File: src/core/pdc_pkg.sv
// Package with register map, field positions and reset values of the prescaled down counter
package pdc_pkg;
  localparam int unsigned ADR_W          = 4;
  localparam logic [3:0]  ADR_PERIOD     = 4'h0;
  localparam logic [3:0]  ADR_CONTROL    = 4'h4;
  localparam logic [3:0]  ADR_FLAGS      = 4'h8;
  localparam int unsigned CTL_PRE_LSB    = 0;
  localparam int unsigned CTL_PRE_MSB    = 3;
  localparam int unsigned CTL_HALT       = 4;
  localparam int unsigned CTL_RELOAD     = 5;
  localparam int unsigned CTL_CNT_LSB    = 6;
  localparam int unsigned CTL_CNT_MSB    = 9;
  localparam int unsigned CTL_FREE       = 10;
  localparam int unsigned CTL_SOFT       = 11;
  localparam int unsigned FLG_EXPIRY     = 3;
  localparam logic [15:0] RST_PERIOD     = 16'h0000;
  localparam logic [3:0]  RST_PRESCALE   = 4'h0;
  localparam logic        RST_HALT       = 1'b1;
  localparam logic [3:0]  RST_COUNT_PRE  = 4'h0;
  localparam logic [15:0] RST_COUNT_MAIN = 16'h0000;
  localparam logic [31:0] RD_UNMAPPED    = 32'h0000_0000;
endpackage

File: src/core/pdc_timer.sv
// Prescaled down counter with classic Wishbone register slave and expiry outputs
`timescale 1ns/1ps
module pdc_timer
(
  input  wire logic                      i_clk_sys,
  input  wire logic                      i_sys_rst,
  input  wire logic                      i_wb_cyc,
  input  wire logic                      i_wb_stb,
  input  wire logic                      i_wb_we,
  input  wire logic [pdc_pkg::ADR_W-1:0] i_wb_adr,
  input  wire logic [3:0]                i_wb_sel,
  input  wire logic [31:0]               i_wb_dat,
  output logic      [31:0]               o_wb_dat,
  output logic                           o_wb_ack,
  input  wire logic                      i_emu_mode,
  input  wire logic                      i_emu_break,
  output logic                           o_expiry_output_pin,
  output logic                           o_period_expiry_interrupt
);

  logic [15:0] period_reload_value_ff;
  logic [3:0]  prescale_reload_field_ff;
  logic        halt_bit_ff;
  logic        free_run_ff;
  logic        soft_stop_ff;
  logic [3:0]  prescale_count_ff;
  logic [15:0] main_count_ff;
  logic        alt_ff;
  logic        soft_hold_ff;
  logic        pending_ff;
  logic        pin_ff;
  logic        ack_ff;
  logic [31:0] dat_ff;
  logic        emu_mode_s1_ff;
  logic        emu_mode_s2_ff;
  logic        emu_brk_s1_ff;
  logic        emu_brk_s2_ff;

  logic        wb_req;
  logic        wr_period;
  logic        wr_ctl_lo;
  logic        wr_ctl_hi;
  logic        wr_flags;
  logic        reload_strobe;
  logic        frozen;
  logic        run;
  logic        both_zero;
  logic        borrow_pre;
  logic        borrow_main;
  logic [15:0] count_control_word;
  logic [31:0] nxt_dat;

  // Pins from the debug environment are asynchronous
  always_ff @(posedge i_clk_sys)
  begin
    if (i_sys_rst)
    begin
      emu_mode_s1_ff <= 1'b0;
      emu_mode_s2_ff <= 1'b0;
      emu_brk_s1_ff  <= 1'b0;
      emu_brk_s2_ff  <= 1'b0;
    end
    else
    begin
      emu_mode_s1_ff <= i_emu_mode;
      emu_mode_s2_ff <= emu_mode_s1_ff;
      emu_brk_s1_ff  <= i_emu_break;
      emu_brk_s2_ff  <= emu_brk_s1_ff;
    end
  end

  // Writes land at the edge that raises ack, one access per request
  assign wb_req        = i_wb_cyc & i_wb_stb & ~ack_ff;
  assign wr_period     = wb_req & i_wb_we & (i_wb_adr == pdc_pkg::ADR_PERIOD);
  assign wr_ctl_lo     = wb_req & i_wb_we & (i_wb_adr == pdc_pkg::ADR_CONTROL) & i_wb_sel[0];
  assign wr_ctl_hi     = wb_req & i_wb_we & (i_wb_adr == pdc_pkg::ADR_CONTROL) & i_wb_sel[1];
  assign wr_flags      = wb_req & i_wb_we & (i_wb_adr == pdc_pkg::ADR_FLAGS) & i_wb_sel[0];
  assign reload_strobe = wr_ctl_lo & i_wb_dat[pdc_pkg::CTL_RELOAD];

  // Soft stop lets the running period finish before freezing
  assign frozen     = emu_brk_s2_ff & ~free_run_ff & (~soft_stop_ff | soft_hold_ff);
  assign run        = ~halt_bit_ff & ~frozen;
  assign both_zero  = (period_reload_value_ff == 16'h0000) & (prescale_reload_field_ff == 4'h0);
  // A reload strobe wins over a borrow, so the old count cannot expire while it is replaced
  assign borrow_pre = run & ~reload_strobe & (prescale_count_ff == 4'h0);
  // Both fields zero would expire every cycle; alternate to halve the rate
  assign borrow_main = borrow_pre & (main_count_ff == 16'h0000) & (~both_zero | alt_ff);

  always_ff @(posedge i_clk_sys)
  begin
    if (i_sys_rst)
      period_reload_value_ff <= pdc_pkg::RST_PERIOD;
    else
    begin
      if (wr_period & i_wb_sel[0])
        period_reload_value_ff[7:0] <= i_wb_dat[7:0];
      if (wr_period & i_wb_sel[1])
        period_reload_value_ff[15:8] <= i_wb_dat[15:8];
    end
  end

  always_ff @(posedge i_clk_sys)
  begin
    if (i_sys_rst)
    begin
      prescale_reload_field_ff <= pdc_pkg::RST_PRESCALE;
      halt_bit_ff              <= pdc_pkg::RST_HALT;
    end
    else if (wr_ctl_lo)
    begin
      prescale_reload_field_ff <= i_wb_dat[pdc_pkg::CTL_PRE_MSB:pdc_pkg::CTL_PRE_LSB];
      halt_bit_ff              <= i_wb_dat[pdc_pkg::CTL_HALT];
    end
  end

  always_ff @(posedge i_clk_sys)
  begin
    if (i_sys_rst)
    begin
      free_run_ff  <= 1'b0;
      soft_stop_ff <= 1'b0;
    end
    else if (!emu_mode_s2_ff)
    begin
      free_run_ff  <= 1'b0;
      soft_stop_ff <= 1'b0;
    end
    else if (wr_ctl_hi)
    begin
      free_run_ff  <= i_wb_dat[pdc_pkg::CTL_FREE];
      soft_stop_ff <= i_wb_dat[pdc_pkg::CTL_SOFT];
    end
  end

  always_ff @(posedge i_clk_sys)
  begin
    if (i_sys_rst)
      soft_hold_ff <= 1'b0;
    else if (!emu_brk_s2_ff)
      soft_hold_ff <= 1'b0;
    else if (borrow_main)
      soft_hold_ff <= 1'b1;
  end

  always_ff @(posedge i_clk_sys)
  begin
    if (i_sys_rst)
    begin
      prescale_count_ff <= pdc_pkg::RST_COUNT_PRE;
      main_count_ff     <= pdc_pkg::RST_COUNT_MAIN;
      alt_ff            <= 1'b0;
    end
    else if (reload_strobe)
    begin
      prescale_count_ff <= i_wb_dat[pdc_pkg::CTL_PRE_MSB:pdc_pkg::CTL_PRE_LSB];
      main_count_ff     <= period_reload_value_ff;
      alt_ff            <= 1'b0;
    end
    else if (borrow_pre)
    begin
      prescale_count_ff <= prescale_reload_field_ff;
      if (main_count_ff == 16'h0000)
        main_count_ff <= period_reload_value_ff;
      else
        main_count_ff <= main_count_ff - 16'h0001;
      alt_ff <= both_zero & ~alt_ff;
    end
    else if (run)
      prescale_count_ff <= prescale_count_ff - 4'h1;
  end

  // Expiry flag: hardware set wins over a software clear in the same cycle
  always_ff @(posedge i_clk_sys)
  begin
    if (i_sys_rst)
      pending_ff <= 1'b0;
    else if (borrow_main)
      pending_ff <= 1'b1;
    else if (wr_flags & i_wb_dat[pdc_pkg::FLG_EXPIRY])
      pending_ff <= 1'b0;
  end

  always_ff @(posedge i_clk_sys)
  begin
    if (i_sys_rst)
      pin_ff <= 1'b0;
    else
      pin_ff <= borrow_main;
  end

  assign count_control_word = {4'h0, soft_stop_ff, free_run_ff, prescale_count_ff,
                               1'b0, halt_bit_ff, prescale_reload_field_ff};

  always_comb
  begin
    nxt_dat = pdc_pkg::RD_UNMAPPED;
    unique case (i_wb_adr)
      pdc_pkg::ADR_PERIOD:  nxt_dat = {16'h0000, period_reload_value_ff};
      pdc_pkg::ADR_CONTROL: nxt_dat = {16'h0000, count_control_word};
      pdc_pkg::ADR_FLAGS:   nxt_dat = {28'h0000000, pending_ff, 3'h0};
      default:              nxt_dat = pdc_pkg::RD_UNMAPPED;
    endcase
  end

  always_ff @(posedge i_clk_sys)
  begin
    if (i_sys_rst)
    begin
      ack_ff <= 1'b0;
      dat_ff <= pdc_pkg::RD_UNMAPPED;
    end
    else
    begin
      ack_ff <= wb_req;
      dat_ff <= (wb_req & ~i_wb_we) ? nxt_dat : pdc_pkg::RD_UNMAPPED;
    end
  end

  assign o_wb_ack                  = ack_ff;
  assign o_wb_dat                  = dat_ff;
  assign o_expiry_output_pin       = pin_ff;
  assign o_period_expiry_interrupt = pending_ff;
endmodule // pdc_timer

File: config.mk
export PLATFORM = sky130hd
export DESIGN_NAME = pdc_timer
export DESIGN_NICKNAME = d
export VERILOG_FILES = /design/src/core/pdc_pkg.sv /design/src/core/pdc_timer.sv
export SDC_FILE = /design/constraint.sdc
export NUM_CORES = 1
export LEC_CHECK = 0
export BUFFER_PORTS_ARGS = -buffer_cell sky130_fd_sc_hd__buf_2
export CAP_MARGIN = 20
export CORE_ASPECT_RATIO = 1.25
export CORE_MARGIN = 4
export CORE_UTILIZATION = 53
export DETAILED_ROUTE_END_ITERATION = 10
export PLACE_DENSITY = 0.8
export SYNTH_ARGS = -nofsm -noshare
export SYNTH_HDL_FRONTEND = slang
export SYNTH_SLANG_ARGS = --single-unit
File: constraint.sdc
create_clock -name i_clk_sys -period 2.63 [get_ports i_clk_sys]
set_input_delay 0.526 -clock i_clk_sys [delete_from_list [all_inputs] [get_ports i_clk_sys]]
set_output_delay 0.526 -clock i_clk_sys [all_outputs]
set_load 0.01 [all_outputs]
==> results.txt <==
The run finished with clean final reports. The share of the core filled with cells came out at between 60 and 70%. The post-route netlist has about a fifth of its cells at a drive strength greater than 1. The region available for standard cell placement spans 5930 um2.

Counting I/O delays and the setup requirement, the final critical path takes 2.41 ns. 82 I/O pins were placed. The part of the Yosys area used for sequential elements is 41.3%. The die covers 7550 um2. The number of cells on the worst reg-to-reg path came out at 7. The power density over cell area came out at 556 nW/um2.

The number of instances resized during post-cts repair is 0. The largest fanout of any net on the critical path is 10. Across every metal layer, demand over resource in global routing totals 23.8%. The number of hold-repair buffers added at the cts stage came out at 0. The gate count after technology mapping came out at approximately 380. The required time of the critical path is 2.91 ns.

The library cell contributing the largest single delay on the critical path is o31ai_1. The initial antenna violation count is 0. In the routed design, unresolved DRC markers number 0. The number of distinct library cell variants in the gate-level netlist after synthesis came out at 58.

The async set or reset register ratio after synthesis came out at 0%. The Yosys step of the flow raised 0 warnings. The die is around 80 um wide. The detailed router's first-iteration violation count came out at 336. Setup total negative slack on the finished layout was measured at 0 ns.

After synthesis, the most frequently instantiated cells are dfxtp_1, nor2_1, nand2_1. The actual slew at the worst max-slew pin is between 0.8 and 0.9 ns. The worst-case clock buffer depth is 2. In this run the static leakage power is 0.00172 uW. The worst-skew pair later-pin latency came out at 0.35 ns. The worst setup path is captured at a flop.

The critical setup path kind is reg2reg. The largest net degree at the start of global routing came out at 33. The global-route wire length before repair is between 10000 and 15000 um.

The area fraction of the dominant cell type after synthesis came out at 41.3%. Detailed placement ended at an HPWL of 6120 um. In the post-synthesis netlist, the cell with the most instances is dfxtp_1. In this design, the stage delay of the slowest critical-path cell is 0.58 ns. The worst hold path depth is 2.

For this run, the leading register cell type out of synthesis is dfxtp_1. The register clock-pin slew on the reported worst setup and hold paths is 0.07 ns. The number of setup violations in the final report is 0. The max-slew violation count is 0. The critical path data arrival time came out at 2.68 ns.

Setup repair after global routing left no endpoint under its margin. Global routing finished with a remaining overflow of 0. The tightest slew margin relative to the limit came out at 40.6%. The ratio of final minimum period to clock period is 91.5%. CTS built an H-tree with a depth of 3. The number of setup buffers added after CTS came out at 0. Clock tree synthesis inserted a total of 9 buffers. The number of nets still failing antenna checks after routing came out at 0. In this run, synthesis inferred 0 flip-flops with an integrated enable. The average via count per standard cell came out at 5.93. The total standard cell area after synthesis is 3300 um2. The average cell area after synthesis came out at between 8 and 9 um2. The final setup skew came out at 0.00760 ns. The clock drives 68 sinks. The clock root buffer is clkbuf_8. After floorplanning, the core was divided into 31 placement rows. The fill cell total of the finished layout came out at 482. By area the synthesized netlist is led by dfxtp_1, mux2i_1, nor2_1. The number of maximum-capacitance violations is 0. Across the VDD grid, the largest voltage drop is 0.398 mV. The count of endpoints failing hold in the final timing report is 0. The class of the most critical hold timing path is in2reg. The diode insertion count for antenna repair came out at 0. The total iterations of the first detailed-routing run came out at 7. The worst setup path is launched from a flop. The count of vias placed by the detailed router came out at roughly 3000. From bottom edge to top edge, the die measures between 90 and 100 um.

The number of nets in the layout is roughly 480. Walking the worst path, the cells encountered are inv_1 -> ha_1 -> nor3b_2 -> o211ai_2 -> o31ai_1 -> a22oi_1 -> o22ai_1. The count of input and output buffers is 47.

The number of global-route vias before repair is slightly below 3000. Dividing the detail-routed wire length by the instance count gives 16.9 um. The initial core utilization came out at 55.6%. The routed design has 8660 um of wire. The placer congestion estimate came out at 0.916.

The number of synthesized register bits came out at 68. The area growth from synthesis to layout came out at 15.0%. Of all cell types, the one taking the most synthesized area is dfxtp_1.

For this run, the top clock speed supported by timing is between 400 and 500 MHz. The clock tree from TritonCTS is built.
[per-layer routing]
metal / GRT usage (%) / wire length (um) / vias up
met5: 0 / 0 / -
li1: - / - / 1446
met3: 4.68 / 546 / 41
met4: 16.2 / 334 / 0
met2: 41.4 / 4340 / 153
met1: 26.2 / 3440 / 1401
[final timing paths]
path	slack (ns)	to	start
worst max-delay path	0.22	main_count_ff[3]$_SDFFE_PP0P_	prescale_count_ff[0]$_SDFFE_PP0P_
worst min-delay path	0.38	emu_mode_s1_ff$_SDFF_PP0_	i_emu_mode
worst max register to register	0.22	main_count_ff[3]$_SDFFE_PP0P_	prescale_count_ff[0]$_SDFFE_PP0P_
worst min register to register	0.44	emu_brk_s2_ff$_SDFF_PP0_	emu_brk_s1_ff$_SDFF_PP0_
[per-stage QoR]
stage / power [uW] / std cells / hold slack [ns] / instance area (um2) / setup slack [ns]
2_1_floorplan: 1130 / 391 / 0.414 / 3350 / 0.734
3_3_place_gp: 1150 / 497 / 0.419 / 3560 / 0.403
3_5_place_dp: 1150 / 497 / 0.434 / 3560 / 0.359
4_1_cts: 2110 / 513 / 0.381 / 3790 / 0.290
5_1_grt: 2170 / 513 / 0.377 / 3790 / 0.0659
6_report: 2110 / 513 / 0.384 / 3790 / 0.222
[power by group]
group	leakage [uW]	total, uW	switching, uW	internal [uW]
registers	0.000549	1040	2.95	1030
clock network	0.000114	981	393	588
logic	0.00105	92.3	61.0	31.3
total	0.00172	2110	457	1650
[final cells by class]
class / instances / area [um2] / area share (%)
clock buffer: 13 / 159 / 4.19
clock inverter: 3 / 68.8 / 1.81
tap: 82 / 103 / 2.71
timing repair buffer: 57 / 310 / 8.18
inverter: 9 / 33.8 / 0.891
multi-input combinational: 281 / 1760 / 46.3
sequential: 68 / 1360 / 35.9
[cell usage in the layout (no fill, tap or decap), drive strengths merged, types with 2 or more instances in the layout]
cell type,Yosys,final
nor4b,2,2
nor3b,2,2
nand4,9,9
nor2b,5,5
nand3,14,14
ha,3,3
o211ai,2,2
o2111a,2,2
mux2,2,2
clkbuf,12,13
conb,1,16
nor4,10,10
nand2b,3,3
and3,9,9
o21ai,9,9
or4,2,2
nor2,55,55
nor3,12,12
a31oi,11,11
bufinv,0,2
nand2,27,27
dfxtp,68,68
mux2i,24,24
o22ai,4,4
a22oi,14,14
inv,9,9
a21oi,16,16
a211oi,6,6
a2111oi,3,3
buf,21,57
o221ai,3,3
[critical path: cells and delay by family (launching register included)]
kind | cells | cell delay, ns
compound gates | 4 | 1.26
simple gates | 1 | 0.42
flops | 1 | 0.36
fa+ha+maj | 1 | 0.21
buf+inv | 1 | 0.08
[sequential cells by signal, summed over array words and instances (netlist names), 4 cells and up]
signal,count
period_reload_value_ff,16
o_wb_dat,16
main_count_ff,16
prescale_count_ff,4
prescale_reload_field_ff,4
[kinds of logic after synthesis]
family / share of synthesized area (%)
compound gates: 16.9
fa+ha+maj: 1.14
buf+inv: 7.13
flops: 41.3
mux: 7.97
other cells: 0.114
simple gates: 25.5
(Power assumes the default switching activity.)
